## src/locr_defs.svh

```systemverilog
`ifndef LOCR_DEFS_SVH
`define LOCR_DEFS_SVH
`define LOCR_ADDR_GAIN      8'h11
`define LOCR_ADDR_FMT       8'h14
`define LOCR_ADDR_DRV       8'h15
`define LOCR_ADDR_PHASE     8'h16
`define LOCR_RST_GAIN       8'h01
`define LOCR_RST_FMT        8'h00
`define LOCR_RST_DRV        8'h00
`define LOCR_RST_PHASE      8'h03
`define LOCR_MASK_GAIN      8'h03
`define LOCR_MASK_FMT       8'h47
`define LOCR_MASK_DRV       8'h31
`define LOCR_MASK_PHASE     8'h0F
`define LOCR_FMT_LOWPWR_BIT 6
`define LOCR_FMT_INV_BIT    2
`define LOCR_DRV_TERM_LSB   4
`define LOCR_DRV_2X_BIT     0
`define LOCR_PHASE_MAX      4'hB
`define LOCR_PHASE_STEPS    12
`define LOCR_PHASE_DEG      60
`define LOCR_FMT_TWOS       2'h1
`define LOCR_RST_DEG        10'h0B4
`define LOCR_PHASE_TOP_DEG  10'h294
`endif

```

## src/locr_pkg.sv

```systemverilog
package locr_pkg;
    typedef enum logic [1:0] {
        LOCR_GAIN_5X = 2'h0,
        LOCR_GAIN_6X = 2'h1,
        LOCR_GAIN_8X = 2'h2,
        LOCR_GAIN_RSV = 2'h3
    } locr_gain_t;
    typedef enum logic [2:0] {
        LOCR_TERM_NONE = 3'h1,
        LOCR_TERM_200  = 3'h2,
        LOCR_TERM_100  = 3'h4
    } locr_term_t;
    typedef struct packed {
        logic [1:0] gain_code;
        logic       twos_comp;
        logic       invert;
        logic       low_power;
        locr_term_t term;
        logic       drive_2x;
        logic [3:0] phase_sel;
    } locr_cfg_t;
    typedef struct packed {
        logic       wr;
        logic [7:0] addr;
        logic [7:0] data;
    } locr_wr_t;
endpackage : locr_pkg

```

## src/locr_regs.sv

```systemverilog
`timescale 1ns/1ps
`include "locr_defs.svh"
module locr_regs
    import locr_pkg::*;
#(
    parameter int DW    = 12,
    parameter int STEPS = `LOCR_PHASE_STEPS
) (
    input  wire logic             i_clk,
    input  wire logic             i_rst_n,
    input  wire locr_wr_t         i_wr,
    input  wire logic [7:0]       i_rd_addr,
    input  wire logic [DW-1:0]    i_sample,
    input  wire logic [STEPS-1:0] i_phases,
    output logic [7:0]            o_rd_data,
    output locr_cfg_t             o_cfg,
    output logic [DW-1:0]         o_data,
    output logic                  o_bit_clock_out,
    output logic [9:0]            o_phase_deg
);
    logic [7:0] gain_reg;
    logic [7:0] fmt_reg;
    logic [7:0] drv_reg;
    logic [7:0] phase_reg;
    logic [3:0] sat_code;

    function automatic logic [7:0] wmask(input logic [7:0] d,
                                         input logic [7:0] m);
        return d & m;
    endfunction : wmask

    // Write strobe aimed at one register address
    function automatic logic wr_hit(input locr_wr_t   w,
                                    input logic [7:0] a);
        return w.wr && (w.addr == a);
    endfunction : wr_hit

    // Codes above the top step all give the largest offset
    function automatic logic [3:0] sat_phase(input logic [3:0] c);
        return (c > `LOCR_PHASE_MAX) ? `LOCR_PHASE_MAX : c;
    endfunction : sat_phase

    function automatic logic is_twos(input logic [7:0] f);
        return f[1:0] == `LOCR_FMT_TWOS;
    endfunction : is_twos

    always_ff @(posedge i_clk or negedge i_rst_n) begin
        if (!i_rst_n) begin
            gain_reg <= `LOCR_RST_GAIN;
        end else if (wr_hit(i_wr, `LOCR_ADDR_GAIN)) begin
            gain_reg <= wmask(i_wr.data, `LOCR_MASK_GAIN);
        end
    end

    always_ff @(posedge i_clk or negedge i_rst_n) begin
        if (!i_rst_n) begin
            fmt_reg <= `LOCR_RST_FMT;
        end else if (wr_hit(i_wr, `LOCR_ADDR_FMT)) begin
            fmt_reg <= wmask(i_wr.data, `LOCR_MASK_FMT);
        end
    end

    always_ff @(posedge i_clk or negedge i_rst_n) begin
        if (!i_rst_n) begin
            drv_reg <= `LOCR_RST_DRV;
        end else if (wr_hit(i_wr, `LOCR_ADDR_DRV)) begin
            drv_reg <= wmask(i_wr.data, `LOCR_MASK_DRV);
        end
    end

    always_ff @(posedge i_clk or negedge i_rst_n) begin
        if (!i_rst_n) begin
            phase_reg <= `LOCR_RST_PHASE;
        end else if (wr_hit(i_wr, `LOCR_ADDR_PHASE)) begin
            phase_reg <= wmask(i_wr.data, `LOCR_MASK_PHASE);
        end
    end

    always_ff @(posedge i_clk or negedge i_rst_n) begin
        if (!i_rst_n) begin
            o_rd_data <= 8'h00;
        end else begin
            unique case (i_rd_addr)
                `LOCR_ADDR_GAIN:  o_rd_data <= gain_reg;
                `LOCR_ADDR_FMT:   o_rd_data <= fmt_reg;
                `LOCR_ADDR_DRV:   o_rd_data <= drv_reg;
                `LOCR_ADDR_PHASE: o_rd_data <= phase_reg;
                default:          o_rd_data <= 8'h00;
            endcase
        end
    end

    always_ff @(posedge i_clk or negedge i_rst_n) begin
        if (!i_rst_n) begin
            o_cfg <= '{gain_code: 2'h1, twos_comp: 1'b0, invert: 1'b0,
                       low_power: 1'b0, term: LOCR_TERM_NONE,
                       drive_2x: 1'b0, phase_sel: 4'h3};
        end else begin
            o_cfg.gain_code <= gain_reg[1:0];
            o_cfg.twos_comp <= is_twos(fmt_reg);
            o_cfg.invert    <= fmt_reg[`LOCR_FMT_INV_BIT];
            o_cfg.low_power <= fmt_reg[`LOCR_FMT_LOWPWR_BIT];
            unique case (drv_reg[`LOCR_DRV_TERM_LSB +: 2])
                2'h0:    o_cfg.term <= LOCR_TERM_NONE;
                2'h1:    o_cfg.term <= LOCR_TERM_200;
                default: o_cfg.term <= LOCR_TERM_100;
            endcase
            o_cfg.drive_2x  <= drv_reg[`LOCR_DRV_2X_BIT];
            o_cfg.phase_sel <= phase_reg[3:0];
        end
    end

    // Sample path: format and invert only, never touched by phase code
    always_ff @(posedge i_clk or negedge i_rst_n) begin
        if (!i_rst_n) begin
            o_data <= '0;
        end else begin
            o_data <= {i_sample[DW-1] ^ is_twos(fmt_reg),
                       i_sample[DW-2:0]} ^
                      {DW{fmt_reg[`LOCR_FMT_INV_BIT]}};
        end
    end

    always_comb begin
        sat_code = sat_phase(phase_reg[3:0]);
    end

    always_ff @(posedge i_clk or negedge i_rst_n) begin
        if (!i_rst_n) begin
            o_phase_deg <= `LOCR_RST_DEG;
        end else begin
            o_phase_deg <= 10'(sat_code * `LOCR_PHASE_DEG);
        end
    end

    locr_phase_sel #(
        .STEPS     (STEPS)
    ) u_phase (
        .i_clk     (i_clk),
        .i_rst_n   (i_rst_n),
        .i_code    (phase_reg[3:0]),
        .i_phases  (i_phases),
        .o_clk_sel (o_bit_clock_out)
    );

    a_gain_reset: assert property (
        @(posedge i_clk) $rose(i_rst_n) |-> gain_reg == `LOCR_RST_GAIN)
        else $error("gain reset wrong");
    a_phase_reset: assert property (
        @(posedge i_clk) $rose(i_rst_n) |-> phase_reg == `LOCR_RST_PHASE)
        else $error("phase reset wrong");
    a_fmt_drv_reset: assert property (
        @(posedge i_clk) $rose(i_rst_n) |->
        fmt_reg == `LOCR_RST_FMT && drv_reg == `LOCR_RST_DRV)
        else $error("format or driver reset wrong");
    a_gain_write: assert property (
        @(posedge i_clk) disable iff (!i_rst_n)
        wr_hit(i_wr, `LOCR_ADDR_GAIN) |=>
        gain_reg == ($past(i_wr.data) & `LOCR_MASK_GAIN))
        else $error("gain write wrong");
    a_fmt_write: assert property (
        @(posedge i_clk) disable iff (!i_rst_n)
        wr_hit(i_wr, `LOCR_ADDR_FMT) |=>
        fmt_reg == ($past(i_wr.data) & `LOCR_MASK_FMT))
        else $error("format write wrong");
    a_drv_write: assert property (
        @(posedge i_clk) disable iff (!i_rst_n)
        wr_hit(i_wr, `LOCR_ADDR_DRV) |=>
        drv_reg == ($past(i_wr.data) & `LOCR_MASK_DRV))
        else $error("driver write wrong");
    a_phase_write: assert property (
        @(posedge i_clk) disable iff (!i_rst_n)
        wr_hit(i_wr, `LOCR_ADDR_PHASE) |=>
        phase_reg == ($past(i_wr.data) & `LOCR_MASK_PHASE))
        else $error("phase write wrong");
    a_wr_other_ignored: assert property (
        @(posedge i_clk) disable iff (!i_rst_n)
        i_wr.wr && !(i_wr.addr inside {`LOCR_ADDR_GAIN, `LOCR_ADDR_FMT,
                                       `LOCR_ADDR_DRV, `LOCR_ADDR_PHASE})
        |=> $stable(gain_reg) && $stable(fmt_reg) &&
            $stable(drv_reg) && $stable(phase_reg))
        else $error("stray write landed");
    a_rd_unmapped: assert property (
        @(posedge i_clk) disable iff (!i_rst_n)
        !(i_rd_addr inside {`LOCR_ADDR_GAIN, `LOCR_ADDR_FMT,
                            `LOCR_ADDR_DRV, `LOCR_ADDR_PHASE})
        |=> o_rd_data == 8'h00)
        else $error("unmapped read not zero");
    a_rd_gain: assert property (
        @(posedge i_clk) disable iff (!i_rst_n)
        i_rd_addr == `LOCR_ADDR_GAIN |=> o_rd_data == $past(gain_reg))
        else $error("gain readback wrong");
    a_rd_phase: assert property (
        @(posedge i_clk) disable iff (!i_rst_n)
        i_rd_addr == `LOCR_ADDR_PHASE |=> o_rd_data == $past(phase_reg))
        else $error("phase readback wrong");
    a_gain_cfg: assert property (
        @(posedge i_clk) disable iff (!i_rst_n)
        ##1 o_cfg.gain_code == $past(gain_reg[1:0]))
        else $error("gain not forwarded");
    a_phase_deg_calc: assert property (
        @(posedge i_clk) disable iff (!i_rst_n)
        ##1 o_phase_deg == 10'($past(sat_code) * `LOCR_PHASE_DEG))
        else $error("phase degrees wrong");
    a_phase_sat_top: assert property (
        @(posedge i_clk) disable iff (!i_rst_n)
        phase_reg[3:0] >= 4'hB |=> o_phase_deg == `LOCR_PHASE_TOP_DEG)
        else $error("phase not saturated");
    a_phase_deg_zero: assert property (
        @(posedge i_clk) disable iff (!i_rst_n)
        phase_reg[3:0] == 4'h0 |=> o_phase_deg == 10'h000)
        else $error("phase zero wrong");
    a_phase_deg_max: assert property (
        @(posedge i_clk) o_phase_deg <= `LOCR_PHASE_TOP_DEG)
        else $error("phase above top step");
    a_phase_sel_cfg: assert property (
        @(posedge i_clk) disable iff (!i_rst_n)
        ##1 o_cfg.phase_sel == $past(phase_reg[3:0]))
        else $error("phase select not forwarded");
    a_fmt_twos: assert property (
        @(posedge i_clk) disable iff (!i_rst_n)
        fmt_reg[1:0] == `LOCR_FMT_TWOS |=> o_cfg.twos_comp)
        else $error("twos select lost");
    a_fmt_offset: assert property (
        @(posedge i_clk) disable iff (!i_rst_n)
        fmt_reg[1:0] != `LOCR_FMT_TWOS |=> !o_cfg.twos_comp)
        else $error("offset select lost");
    a_inv_cfg: assert property (
        @(posedge i_clk) disable iff (!i_rst_n)
        ##1 o_cfg.invert == $past(fmt_reg[`LOCR_FMT_INV_BIT]))
        else $error("invert not forwarded");
    a_lowpwr_cfg: assert property (
        @(posedge i_clk) disable iff (!i_rst_n)
        ##1 o_cfg.low_power == $past(fmt_reg[`LOCR_FMT_LOWPWR_BIT]))
        else $error("swing select wrong");
    a_term_none: assert property (
        @(posedge i_clk) disable iff (!i_rst_n)
        drv_reg[5:4] == 2'h0 |=> o_cfg.term == LOCR_TERM_NONE)
        else $error("termination not off");
    a_term_200: assert property (
        @(posedge i_clk) disable iff (!i_rst_n)
        drv_reg[5:4] == 2'h1 |=> o_cfg.term == LOCR_TERM_200)
        else $error("termination not 200");
    a_term_100: assert property (
        @(posedge i_clk) disable iff (!i_rst_n)
        drv_reg[5] |=> o_cfg.term == LOCR_TERM_100)
        else $error("termination wrong");
    a_drive_2x: assert property (
        @(posedge i_clk) disable iff (!i_rst_n)
        ##1 o_cfg.drive_2x == $past(drv_reg[0]))
        else $error("drive bit wrong");
    a_bclk_high: assert property (
        @(posedge i_clk) disable iff (!i_rst_n)
        i_phases[sat_code] |=> o_bit_clock_out)
        else $error("clock tap high lost");
    a_bclk_low: assert property (
        @(posedge i_clk) disable iff (!i_rst_n)
        !i_phases[sat_code] |=> !o_bit_clock_out)
        else $error("clock tap low lost");
    a_data_offset: assert property (
        @(posedge i_clk) disable iff (!i_rst_n)
        fmt_reg[1:0] != `LOCR_FMT_TWOS && !fmt_reg[`LOCR_FMT_INV_BIT]
        |=> o_data == $past(i_sample))
        else $error("offset data altered");
    a_data_invert: assert property (
        @(posedge i_clk) disable iff (!i_rst_n)
        fmt_reg[1:0] != `LOCR_FMT_TWOS && fmt_reg[`LOCR_FMT_INV_BIT]
        |=> o_data == ~$past(i_sample))
        else $error("inverted data wrong");
    a_data_twos: assert property (
        @(posedge i_clk) disable iff (!i_rst_n)
        fmt_reg[1:0] == `LOCR_FMT_TWOS && !fmt_reg[`LOCR_FMT_INV_BIT]
        |=> o_data == ($past(i_sample) ^ {1'b1, {(DW-1){1'b0}}}))
        else $error("twos data wrong");
    a_unused_zero: assert property (
        @(posedge i_clk) disable iff (!i_rst_n)
        (gain_reg & ~`LOCR_MASK_GAIN) == 8'h00 &&
        (drv_reg & ~`LOCR_MASK_DRV) == 8'h00)
        else $error("unused bit set");
    a_unused_fmt_phase: assert property (
        @(posedge i_clk) disable iff (!i_rst_n)
        (fmt_reg & ~`LOCR_MASK_FMT) == 8'h00 &&
        (phase_reg & ~`LOCR_MASK_PHASE) == 8'h00)
        else $error("unused format or phase bit set");
    a_data_phase_free: assert property (
        @(posedge i_clk) disable iff (!i_rst_n)
        $changed(phase_reg) && $stable(fmt_reg) && $stable(i_sample)
        |=> $stable(o_data))
        else $error("data moved with phase");
    c_phase_write: cover property (@(posedge i_clk)
        i_wr.wr && i_wr.addr == `LOCR_ADDR_PHASE);
    c_phase_sat: cover property (@(posedge i_clk) phase_reg[3:0] == 4'hF);
    c_twos: cover property (@(posedge i_clk) o_cfg.twos_comp);
    c_term_200: cover property (@(posedge i_clk)
        o_cfg.term == LOCR_TERM_200);
    c_inv_twos: cover property (@(posedge i_clk)
        o_cfg.invert && o_cfg.twos_comp);
endmodule : locr_regs

```

## src/locr_phase_sel.sv

```systemverilog
`timescale 1ns/1ps
`include "locr_defs.svh"
module locr_phase_sel
    import locr_pkg::*;
#(
    parameter int STEPS = `LOCR_PHASE_STEPS
) (
    input  wire logic             i_clk,
    input  wire logic             i_rst_n,
    input  wire logic [3:0]       i_code,
    input  wire logic [STEPS-1:0] i_phases,
    output logic                  o_clk_sel
);
    logic [3:0] idx;
    // Codes above the top step saturate
    always_comb begin
        idx = (i_code > `LOCR_PHASE_MAX) ? `LOCR_PHASE_MAX : i_code;
    end
    always_ff @(posedge i_clk or negedge i_rst_n) begin
        if (!i_rst_n) begin
            o_clk_sel <= 1'b0;
        end else begin
            o_clk_sel <= i_phases[idx];
        end
    end
endmodule : locr_phase_sel

```

## config.mk

```make
export PLATFORM = sky130hd
export DESIGN_NAME = locr_regs
export DESIGN_NICKNAME = d
export VERILOG_FILES = /design/src/locr_pkg.sv /design/src/locr_regs.sv /design/src/locr_phase_sel.sv
export VERILOG_INCLUDE_DIRS = /design/src
export SDC_FILE = /design/constraint.sdc
export NUM_CORES = 1
export LEC_CHECK = 0
export BUFFER_PORTS_ARGS = -buffer_cell sky130_fd_sc_hd__buf_2
export CORE_MARGIN = 4
export CORE_UTILIZATION = 52
export CTS_CLUSTER_SIZE = 28
export DETAILED_ROUTE_END_ITERATION = 12
export GPL_TIMING_DRIVEN = 0
export PLACE_DENSITY = 0.85
export SETUP_SLACK_MARGIN = 0.2
export SKIP_CTS_REPAIR_TIMING = 1
export SLEW_MARGIN = 20
export SYNTH_ARGS = -nofsm -noshare
export SYNTH_HDL_FRONTEND = slang
export SYNTH_SLANG_ARGS = --single-unit
```

## constraint.sdc

```tcl
create_clock -name i_clk -period 5.6 [get_ports i_clk]
set_clock_uncertainty 0.1 [all_clocks]
set_input_delay 1.68 -clock i_clk [delete_from_list [all_inputs] [get_ports i_clk]]
set_output_delay 1.68 -clock i_clk [all_outputs]
set_load 0.02 [all_outputs]
```

Word level (Yosys, flattened, before mapping)
Index checks and enable logic that the tools add are counted.
Cells by class
  bitwise operators: 2
  mux-type cells: 5
  div/mod/pow operators: 0
  multiply operators: 1
  $add $sub $neg: 0
  shifts and indexed selects: 0
  order comparisons: 2
  eq/ne operators: 10
  reductions and logical operators: 5
Operators by type and width (count)
  8-bit by 5-bit == test with 1-bit output (second input constant): 8
  7-bit case mux with 4 select lines: 1
  12-bit bitwise XOR: 1
  4-bit by 4-bit multiplier with 8-bit output (second input constant): 1
  3-bit case mux with 2 select lines: 1
  4-bit by 5-bit < comparator with 1-bit output (second input constant): 1
  1-bit binary-select mux with 4-bit select: 1
  2-bit by 1-bit == test with 1-bit output (second input constant): 2
  4-bit greater-than comparator (second input constant): 1
  1-bit logical AND: 4
  4-bit two-way mux: 1
  2-bit zero test: 1
  1-bit two-way mux: 1
  1-bit bitwise XOR: 1
Storage, ports and cells
  bits in writable memories: 0
  logic and storage cells: 40
  memories: 0
  bits in read-only memories: 0
  latch bits: 0
  register bits after elaboration: 54

Logic depth before layout (Yosys ltp)
Gate-level depths: netlist of the first run.
  depth after elaboration: 4
  mapped depth: 12

Modules after synthesis
From an unflattened synthesis of the first run, not the netlist that was laid out.
Unflattened totals
  cells, all modules: 173
  area, all modules: 2383.5 um^2
By module, submodules not included
  locr_regs: area each 2222.1 um^2, instances 1, cells an instance 155, seq. area each 1340.0 um^2
  locr_phase_sel: area each 161.4 um^2, instances 1, cells an instance 18, seq. area each 25.0 um^2

Worst setup path after synthesis of the first run
Ideal clock, no wire load.
  path type: register to register
  start: register phase_reg[0]
  end: register o_phase_deg[8]
  buffers on the path: 1
  stages on the path, launching flop included: 12
  period minus slack after synthesis: 3108 ps
  path slack: 2492 ps
  library setup time: 80 ps
  arrival time: 2928 ps
  cell sequence: dfstp_2 clkbuf_1 inv_1 nand2_1 inv_1 fa_1 inv_1 fa_1 fa_1 a21o_1 a21oi_1 xnor2_1
On the way
  longest elaborated chain between the ends: 3
RTL lines
  start: declaration: RTL line locr_regs.sv:24  | logic [7:0] phase_reg;
  start signal: assignment: RTL line locr_regs.sv:73  | phase_reg <= `LOCR_RST_PHASE;
  start signal: assignment: RTL line locr_regs.sv:75  | phase_reg <= wmask(i_wr.data, `LOCR_MASK_PHASE);
  4-bit greater-than comparator (no source line)
  4-bit two-way mux *: RTL line locr_regs.sv:40  | return (c > `LOCR_PHASE_MAX) ? `LOCR_PHASE_MAX : c;
  named net sat_code[0]: RTL line locr_regs.sv:25  | logic [3:0] sat_code;
  4-bit by 4-bit multiplier with 8-bit output (no source line) *
  end signal: assignment: RTL line locr_regs.sv:130  | o_phase_deg <= `LOCR_RST_DEG;
  end signal: assignment: RTL line locr_regs.sv:132  | o_phase_deg <= 10'(sat_code * `LOCR_PHASE_DEG);
  end: declaration: RTL line locr_regs.sv:19  | output logic [9:0] o_phase_deg
The timed path passes the listed nets; every way through them passes the cells marked *.
A chain may end at the register's enable or synchronous reset.

Worst setup path after layout of the first run
Ends and elaborated chain as after synthesis.

==> flow_summary_export.csv, run 1 <==
group,metric,value,unit
route,drt_wl_total,4.38,mm
route,wl_met1,1.64,mm
route,drt.antenna.violating_nets,0,
placement,dp_hpwl,3.57,mm
route,drc_errors,0,
sta,finalMaxSlewViolations,0,
cells_and_area,reg_top3,"o_cfg x13, o_data x12, o_phase_deg x8",
placement,port_buffers,89,
logic_synthesis,avgSynthCellArea,13.5,um^2
status,status,"complete, no violations",
route,routedWlPerCell,13.4,um
logic_synthesis,syn-instance-count,175,
setup_path,worstPathMaxFanout,7,
worst_hold_path,whs_path_depth,0,
sta,setup_violations,0,
cells_and_area,final_nets,337,
setup_path,end_kind,"flop",
floorplanning,start_util,54.1,%
sta,fin_crit,3420,ps
global_routing,grt_use_total,16.3,%
worst_hold_path,min_path_type,"reg2reg",
pwr,powerDensity,258,nW/um^2
floorplanning,boundaryPins,95,
cells_and_area,antenna_cells,0,
route,post_drt_via_cell_ratio,4.94,
setup_path,r2r_setup_slack,2180,ps
setup_path,startpoint_type,"flop",
route,dr_wl_met3,375,um
logic_synthesis,ys_types,40,
route,met2_length,2.30,mm
logic_synthesis,yosysTopAreaCellShare,45.4,%
route,dr.first_iter.drc_count,49,
route,dr.max_layer_used,"met4",
setup_path,worstSetupStartpoint,"phase_reg[0]",
logic_synthesis,yosys_warnings,0,
clocking,htreeDepth,2,
sta,period_share,61.1,%
logic_synthesis,synth-seq-cells,54,
clocking,cts_buffer_depth,2,
clocking,cts.clk_slew.worst_paths,90,ps
global_routing,antenna_found_initial,0,
global_routing,grt_start_max_net_pins,55,
cells_and_area,top_register,"o_cfg",
route,firstDrtPassIters,4,
cells_and_area,drive_gt1_share,50.4,%
setup_path,reg2reg_to,"o_phase_deg[8]",
pwr,p_leak,1.66,nW
setup_path,required,5720,ps
global_routing,grt_pass1_wl,6.97,mm
placement,place.gp.congestion,0.825,
flow_run,drv_cap,0,
worst_hold_path,min_to,"o_cfg[0]",
sta,maxClockFrequency,292,MHz
cells_and_area,largest_reg_flops,13,
sta,tightest_slew,629,ps
cells_and_area,final_common_cell,"buf_2",
clocking,insertion_delay,290,ps
logic_synthesis,synth_seq_area_share,57.6,%
pwr,power.total,769,uW
floorplanning,rows,24,
setup_path,worst_ep_arrival_time,3540,ps
setup_path,reg2reg_from,"phase_reg[0]",
pwr,max-vdd-ir-drop,0.000112,V
global_routing,grt_pass1_vias,1547,
sta,rsz0062_at_grt,"no",
cells_and_area,syn_to_final_growth,26.0,%
sta,setup_tns,0,ps
worst_hold_path,hold_start,"phase_reg[0]",
clocking,cts_tree,"built",
floorplanning,die-area,5700,um^2
cells_and_area,final_cell_mix,"buf_2 (89), dfrtp_1 (43), mux2_2 (15)",
clocking,cts_root_buf,"clkbuf_8",
floorplanning,die_height,75.5,um
sta,max-slew-margin-rel,58.1,%
route,num_vias,1610,
logic_synthesis,netlist_top_cells_area,"dfrtp_1 (45%), dfstp_2 (12%), mux2_2 (7.1%)",
global_routing,gr-total-overflow,0,
setup_path,ff2ff_path_depth,11,
clocking,numCtsBuffers,5,
logic_synthesis,syn_area,2370,um^2
setup_path,path_class,"reg2reg",
sta,finalHoldViolCount,0,
clocking,cts_sinks,54,
logic_synthesis,synth_top_area_cell,"dfrtp_1",
floorplanning,core,4380,um^2
floorplanning,die-width,75.5,um
==> layout make-up <==
type                       count  area [um^2]
buffer                        10         57.6
clock buffer                   6         82.6
clock inverter                 2         12.5
fill                         352         1400
inverter                       9         33.8
multi-input combinational    104          922
sequential                    54         1370
tap                           52         65.1
timing repair buffer          89          448
==> report_power, final <==
part | switching [mW] | internal (mW) | leakage, nW
combinational | 0.0743 | 0.0520 | 0.928
sequential | 0.00923 | 0.419 | 0.680
clock | 0.116 | 0.0994 | 0.0472
==> metrics by stage <==
step / utilization (%) / instances / setup WS [ps] / cell area (um^2) / hold slack (ps)
after CTS: 68.1 / 326 / 2170 / 2980 / 277
after floorplan: - / 177 / 2490 / 2380 / 252
after detailed placement: 65.9 / 318 / 2160 / 2890 / 265
final: 68.1 / 326 / 2180 / 2990 / 278
after global placement: 65.9 / 318 / 2300 / 2890 / 254
after global routing: 68.1 / 326 / 2020 / 2990 / 279
==> cell families (layout without fill, tap and decap cells) <==
family,after synthesis,after routing,synth area share (%)
AOI/OAI and AO/OA,15,15,4.17
xor gates and xnor gates,15,15,5.54
adders and majority gates,13,13,8.13
buffers and inverters,19,116,3.85
DFF,54,54,57.6
muxes,19,19,9.34
other,1,3,0.158
and+or+nand+nor,39,39,11.2
==> worst max-delay path: stages (launching register included) <==
cell	delay, ps
dfstp_2	550
clkbuf_1	330
inv_1	120
nand2_1	130
inv_1	90
fa_1	540
inv_1	70
fa_1	500
fa_1	430
a21o_1	190
a21oi_1	160
xnor2_1	140
==> cell usage after synthesis, drive strengths merged <==
master / instances
dfrtp: 43
mux2: 15
xor2: 12
dfstp: 11
ha: 9
inv: 9
nand2: 6
nor2: 6
buf: 5
clkbuf: 5
nand3: 5
fa: 4
nand2b: 4
nor2b: 4
a211oi: 3
a21o: 3
a21oi: 3
mux2i: 3
o21ai: 3
xnor2: 3
and3: 2
nor3b: 2
nor4b: 2
a221oi: 1
a31o: 1
a31oi: 1
and2b: 1
and4bb: 1
conb: 1
mux4: 1
nand3b: 1
nor3: 1
nor4bb: 1
or2: 1
or2b: 1
or4: 1
==> layer usage <==
layer	global-route usage, %	vias to the layer above
met5	0	-
met4	5.24	0
met3	5.01	7
met2	28.1	56
met1	19.4	771
li1	-	776
==> how the worst max path moves through the flow <==
stage	endpoint	slack [ps]	depth (start not counted)
4_1_cts	o_phase_deg[8]	2170	11
6_report	o_phase_deg[8]	2180	11
3_5_place_dp	o_phase_deg[8]	2160	11
5_1_grt	o_phase_deg[9]	2020	12
3_3_place_gp	o_phase_deg[8]	2300	11
2_1_floorplan	o_phase_deg[8]	2490	11
Note: power is estimated with default switching activity, not from simulation.
==> run 2, diff against run 1 <==
--- a/config.mk
+++ b/config.mk
@@ -8,11 +8,11 @@
 export LEC_CHECK = 0
 export BUFFER_PORTS_ARGS = -buffer_cell sky130_fd_sc_hd__buf_2
 export CORE_MARGIN = 4
-export CORE_UTILIZATION = 52
+export CORE_UTILIZATION = 43
 export CTS_CLUSTER_SIZE = 28
 export DETAILED_ROUTE_END_ITERATION = 12
 export GPL_TIMING_DRIVEN = 0
-export PLACE_DENSITY = 0.85
+export PLACE_DENSITY = 0.75
 export SETUP_SLACK_MARGIN = 0.2
 export SKIP_CTS_REPAIR_TIMING = 1
 export SLEW_MARGIN = 20
==> constraint.sdc (replaced) <==
create_clock -name i_clk -period 3.1 [get_ports i_clk]
set_clock_uncertainty 0.1 [all_clocks]
set_input_delay 0.93 -clock i_clk [delete_from_list [all_inputs] [get_ports i_clk]]
set_output_delay 0.93 -clock i_clk [all_outputs]
set_load 0.02 [all_outputs]
==> run 2 against run 1 <==
- combinational power grew 110%
- highest routed layer unchanged
- die area grew 19%
- critical path type unchanged
- cell count grew 9.8%
- global-route usage shrank 2.6 points
- wire length grew 7.9%
- via count grew 1.1%
- register-to-register slack lost 2000 ps
- cell area grew 6.8%
==> flow_summary_export.csv, run 2 (synthesis results as in run 1) <==
group,metric,value,unit
setup_path,reg2reg_from,"phase_reg[3]",
clocking,htreeDepth,2,
setup_path,end_kind,"flop",
setup_path,worstSetupStartpoint,"phase_reg[3]",
cells_and_area,final_cell_mix,"buf_2 (90), dfrtp_1 (41), buf_4 (16)",
route,firstDrtPassIters,3,
sta,finalMaxSlewViolations,0,
floorplanning,die_height,82.3,um
setup_path,path_class,"reg2reg",
pwr,p_leak,1.74,nW
clocking,cts.clk_slew.worst_paths,90,ps
setup_path,crit_end,"o_phase_deg[8]",
pwr,powerDensity,440,nW/um^2
flow_run,drv_cap,0,
setup_path,worst_ep_arrival_time,3000,ps
sta,rsz0062_at_grt,"yes",
placement,dp_slack,2.18,ps
route,drt_wl_total,4.73,mm
setup_path,ff2ff_path_depth,10,
global_routing,grt.busiest_layer,"met2",
cells_and_area,antenna_cells,0,
placement,dp_hpwl,3.66,mm
global_routing,gr-total-overflow,0,
cells_and_area,reg_top3,"o_cfg x13, o_data x12, o_phase_deg x8",
sta,period_share,92.7,%
global_routing,use_met3,4.56,%
global_routing,grt_pass1_wl,6.89,mm
setup_path,reg2reg_to,"o_phase_deg[8]",
route,post_drt_via_cell_ratio,4.55,
sta,maxClockFrequency,348,MHz
route,dr.first_iter.drc_count,84,
setup_path,required,3220,ps
pwr,max-vdd-ir-drop,0.000168,V
clocking,cts_sinks,54,
cells_and_area,layout.area.seq,1370,um^2
cells_and_area,largest_reg_flops,13,
global_routing,grt_pass1_vias,1482,
floorplanning,die-area,6770,um^2
floorplanning,boundaryPins,95,
setup_path,startpoint_type,"flop",
floorplanning,die-width,82.3,um
global_routing,grt_use_total,13.7,%
cells_and_area,final_common_cell,"buf_2",
setup_path,worstPathMaxFanout,6,
floorplanning,core,5240,um^2
clocking,cts_root_buf,"clkbuf_8",
placement,port_buffers,89,
cells_and_area,multi_input_area,975,um^2
route,num_vias,1628,
clocking,numCtsBuffers,5,
cells_and_area,drive_gt1_share,58.7,%
clocking,cts_buffer_depth,2,
cells_and_area,final_nets,351,
global_routing,grtUsageMet2,22.8,%
route,drc_errors,0,
global_routing,antenna_found_initial,0,
setup_path,r2r_setup_slack,230,ps
floorplanning,rows,26,
floorplanning,start_util,45.3,%
route,routedWlPerCell,13.2,um
clocking,insertion_delay,300,ps
clocking,cts_tree,"built",
worst_hold_path,min_path_type,"reg2reg",
placement,place.gp.congestion,0.716,
sta,fin_crit,2870,ps
global_routing,grt_use_met1,16.8,%
cells_and_area,nFillCells,438,
sta,finalHoldViolCount,0,
cells_and_area,syn_to_final_growth,34.6,%
sta,setup_violations,0,
status,status,"complete, no violations",
route,drt.antenna.violating_nets,0,
sta,setup_ws,227,ps
pwr,power.total,1.40,mW
global_routing,grt_start_max_net_pins,35,
cells_and_area,top_register,"o_cfg",
run 2: layer usage:
layer  wire [um]  vias up
li1            -      804
met5           0        -
met3         360        6
met2        2420       54
met4          61        0
met1        1880      764
run 2: layout make-up:
type                            instances  share of cell area, %
Inverter                                9                   1.22
Multi-Input combinational cell        104                   30.5
Clock inverter                          3                  0.667
Sequential cell                        54                   42.9
Timing Repair Buffer                  103                   17.6
Buffer                                 10                   2.16
Clock buffer                            5                   2.16
Tap cell                               70                   2.75
run 2: report_power, final:
part | switching [mW] | leakage (nW) | internal (mW) | total, mW
clock network | 0.214 | 0.0441 | 0.159 | 0.373
logic | 0.144 | 1.02 | 0.114 | 0.259
registers | 0.0168 | 0.677 | 0.756 | 0.773
run 2: worst min path at each step:
stage,end,startpoint,cells after the start,slack (ps)
finish,o_cfg[9],fmt_reg[2],0,290
global route,o_cfg[0],phase_reg[0],0,290
CTS,o_cfg[0],phase_reg[0],0,280
detailed placement,o_cfg[0],phase_reg[0],0,260
global placement,o_cfg[9],fmt_reg[2],0,260
floorplan,o_cfg[9],fmt_reg[2],0,250
run 2: critical path, cell delays in order (launching register included):
cell and delay [ps]:
dfrtp_2 470, nand2_4 90, or2b_4 280, inv_4 80, fa_1 400, inv_2 80
fa_2 480, fa_2 390, a21o_1 180, a21oi_2 130, xnor2_1 120
run 2: per-stage QoR:
step	utilization, %	hold slack (ps)	cells	TNS (ps)	cell area [um^2]
CTS	58.0	278	345	-13.7	3040
global route	60.9	293	358	0	3190
detailed placement	56.3	263	337	0	2950
global placement	55.9	257	336	0	2930
floorplan	-	252	177	0	2400
finish	60.9	285	358	0	3190
==> run 3, diff against run 2 <==
--- a/config.mk
+++ b/config.mk
@@ -6,13 +6,15 @@
 export SDC_FILE = /design/constraint.sdc
 export NUM_CORES = 1
 export LEC_CHECK = 0
+export ABC_AREA = 1
 export BUFFER_PORTS_ARGS = -buffer_cell sky130_fd_sc_hd__buf_2
 export CORE_MARGIN = 4
-export CORE_UTILIZATION = 43
+export CORE_UTILIZATION = 44
 export CTS_CLUSTER_SIZE = 28
 export DETAILED_ROUTE_END_ITERATION = 12
+export GPL_ROUTABILITY_DRIVEN = 0
 export GPL_TIMING_DRIVEN = 0
-export PLACE_DENSITY = 0.75
+export PLACE_DENSITY = 0.76
 export SETUP_SLACK_MARGIN = 0.2
 export SKIP_CTS_REPAIR_TIMING = 1
 export SLEW_MARGIN = 20
==> run 3 against run 2 <==
- area after synthesis up 3.2%
- sequential share of layout area up 0.32 points
- critical path type unchanged
- setup slack better by 88 ps
- register-to-register slack better by 90 ps
- wire length up 0.40%
- clock power up 49%
- clock-buffer cell count up 1
==> flow_summary_export.csv, run 3 <==
group,metric,value,unit
cells_and_area,final_nets,419,
clocking,cts_buffer_depth,2,
logic_synthesis,yosysMostFrequentCell,"nand2_1",
pwr,clkPwrFrac,35.6,%
logic_synthesis,syn_area,2450,um^2
setup_path,crit_slowest_cell,"dfstp_2",
sta,max-slew-margin-rel,57.0,%
pwr,p_sw,373,uW
route,dr.first_iter.drc_count,48,
logic_synthesis,synth_top_area_cell,"dfrtp_1",
route,drc_errors,0,
cells_and_area,final_cell_mix,"buf_2 (92), nand2_1 (46), inv_1 (42)",
route,firstDrtPassIters,4,
global_routing,grt_pass1_wl,7.70,mm
logic_synthesis,netlist_top_cells_area,"dfrtp_1 (44%), dfstp_2 (12%), nand2_1 (7.1%)",
worst_hold_path,min_to,"o_cfg[9]",
cells_and_area,drive_gt1_share,36.0,%
setup_path,reg2reg_from,"phase_reg[0]",
placement,port_buffers,90,
cells_and_area,largest_reg_flops,13,
logic_synthesis,synth-seq-cells,54,
logic_synthesis,yosys.area_share.simple,18.3,%
cells_and_area,antenna_cells,0,
clocking,cts_root_buf,"clkbuf_8",
cells_and_area,final_common_cell,"buf_2",
floorplanning,die-width,82.6,um
pwr,seqPwrFrac,49.5,%
logic_synthesis,synth_edf_count,0,
floorplanning,core,5240,um^2
clocking,cts_sinks,54,
setup_path,startpoint_type,"flop",
pwr,comb_power_share,14.9,%
sta,setup_violations,0,
setup_path,reg2reg_to,"o_phase_deg[8]",
placement,dp_hpwl,3.78,mm
sta,finalMaxSlewViolations,0,
route,drt_wl_total,4.75,mm
sta,setup_tns,0,ps
cells_and_area,syn_to_final_growth,29.5,%
setup_path,end_kind,"flop",
logic_synthesis,synth_top_family_by_area,"simple AND/OR/NAND/NOR gates",
setup_path,path_class,"reg2reg",
logic_synthesis,synthMuxAreaShare,0,%
clocking,cts_tree,"built",
cells_and_area,top_register,"o_cfg",
sta,fin_crit,2780,ps
sta,period_share,89.8,%
logic_synthesis,synth_seq_area_share,55.8,%
flow_run,drv_cap,0,
setup_path,worstPathMaxFanout,6,
pwr,swShare,23.9,%
floorplanning,die-area,6820,um^2
worst_hold_path,hold_start,"fmt_reg[2]",
setup_path,r2r_setup_slack,320,ps
route,drt.antenna.violating_nets,0,
sta,tightest_slew,645,ps
logic_synthesis,synth_ff_type,"dfrtp_1",
global_routing,gr-total-overflow,0,
worst_hold_path,whs_path_depth,0,
setup_path,ff2ff_path_depth,10,
pwr,p_int,1.19,mW
floorplanning,start_util,46.7,%
global_routing,grt_use_total,14.9,%
sta,maxClockFrequency,359,MHz
status,status,"complete, no violations",
clocking,htreeDepth,2,
floorplanning,rows,26,
route,routedWlPerCell,11.1,um
sta,rsz0062_at_grt,"no",
cells_and_area,final_util,60.5,%
worst_hold_path,min_path_type,"reg2reg",
logic_synthesis,yosysTopAreaCellShare,44.0,%
route,post_drt_via_cell_ratio,4.33,
global_routing,antenna_found_initial,0,
logic_synthesis,ys_types,25,
pwr,p_leak,1.85,nW
cells_and_area,reg_top3,"o_cfg x13, o_data x12, o_phase_deg x8",
logic_synthesis,avgSynthCellArea,9.67,um^2
global_routing,grt_start_max_net_pins,55,
logic_synthesis,synth-async-reset-ratio,100,%
logic_synthesis,syn-instance-count,253,
clocking,numCtsBuffers,5,
logic_synthesis,yosys-top-cells-count,"nand2_1 (46), dfrtp_1 (43), inv_1 (43), nand3_1 (21), nor2_1 (20)",
route,num_vias,1846,
logic_synthesis,synth_xor_area_share,5.73,%
floorplanning,boundaryPins,95,
sta,finalHoldViolCount,0,
logic_synthesis,synthAdderAreaFrac,7.88,%
logic_synthesis,yosys_warnings,0,
setup_path,crit_chain,"inv_2, nand2_4, inv_1, fa_1, inv_1, fa_1, fa_2, nand3_1, nand2_1, xor2_1",
pwr,max-vdd-ir-drop,0.000218,V
setup_path,worst_ep_arrival_time,2880,ps
setup_path,slowest_delay,600,ps
logic_synthesis,synth_compound_area_share,3.53,%
pwr,powerDensity,493,nW/um^2
global_routing,grt_pass1_vias,1769,
setup_path,required,3190,ps
clocking,cts.clk_slew.worst_paths,90,ps
floorplanning,die_height,82.6,um
clocking,insertion_delay,290,ps
## run 3: cell count changes after synthesis, moves of 4 or more
cell / before / now
nor3_1: 1 / 5
mux2_2: 15 / 0
nor2_1: 6 / 20
nor2b_1: 4 / 0
o21ai_0: 3 / 13
nand3_1: 5 / 21
inv_1: 9 / 43
nand2_1: 6 / 46
## run 3: worst max-delay path by stage
stage | from | end | slack [ps] | cells past startpoint
floorplan | phase_reg[0] | o_phase_deg[8] | 310 | 10
global placement | phase_reg[0] | o_phase_deg[8] | 150 | 10
detailed placement | phase_reg[0] | o_phase_deg[8] | 110 | 10
CTS | phase_reg[0] | o_phase_deg[8] | 100 | 10
global route | phase_reg[0] | o_phase_deg[8] | 200 | 10
finish | phase_reg[0] | o_phase_deg[8] | 320 | 10
## run 3: power groups by stage
stage          Sequential [mW]  Combinational [mW]  Clock (mW)
6_report                 0.773               0.233       0.556
4_1_cts                  0.774               0.233       0.572
2_1_floorplan            0.833              0.0846           0
5_1_grt                  0.779               0.262       0.611
3_5_place_dp             0.787               0.232           0
3_3_place_gp             0.786               0.227           0
## run 3: through the flow
step / setup WS [ps] / power, mW / hold WS [ps] / instance area (um^2) / instances
2_1_floorplan: 314 / 0.918 / 249 / 2450 / 255
3_3_place_gp: 147 / 1.01 / 255 / 2990 / 415
3_5_place_dp: 113 / 1.02 / 256 / 2990 / 415
4_1_cts: 97.9 / 1.58 / 277 / 3140 / 423
5_1_grt: 199 / 1.65 / 292 / 3170 / 426
6_report: 315 / 1.56 / 277 / 3170 / 426
## run 3: worst max-delay path: cells and delay by family (launching register included)
kind | cells | cell delay, ps
xor gates and xnor gates | 1 | 130
adders and majority gates | 3 | 1390
buffers and inverters | 3 | 200
DFF | 1 | 600
and+or+nand+nor | 3 | 240
## run 3: final cells by class
| cell class | instances | area (um^2) |
|---|---|---|
| repair buffers | 93 | 475 |
| fillers | 473 | 2070 |
| flip-flops and latches | 54 | 1370 |
| clock buffers | 6 | 82.6 |
| plain buffers | 9 | 48.8 |
| multi-input cells | 149 | 883 |
| inverters | 43 | 161 |
| clock inverters | 2 | 60.1 |
| well taps | 70 | 87.6 |
## run 3: kinds of logic after synthesis
family                   Yosys count
XOR/XNOR                          16
buffers and inverters             52
AO/OA/AOI/OAI                     17
flip-flops                        54
AND/OR/NAND/NOR                  100
adder cells (fa/ha/maj)           13
other                              1
## run 3: metal layers
layer  GRT usage, %  wire length, um  vias to the layer above
met4           3.92               24                        0
li1               -                -                      970
met2           25.5             2220                       73
met5              0                0                        -
met1           18.9             2050                      801
met3           3.69              450                        2
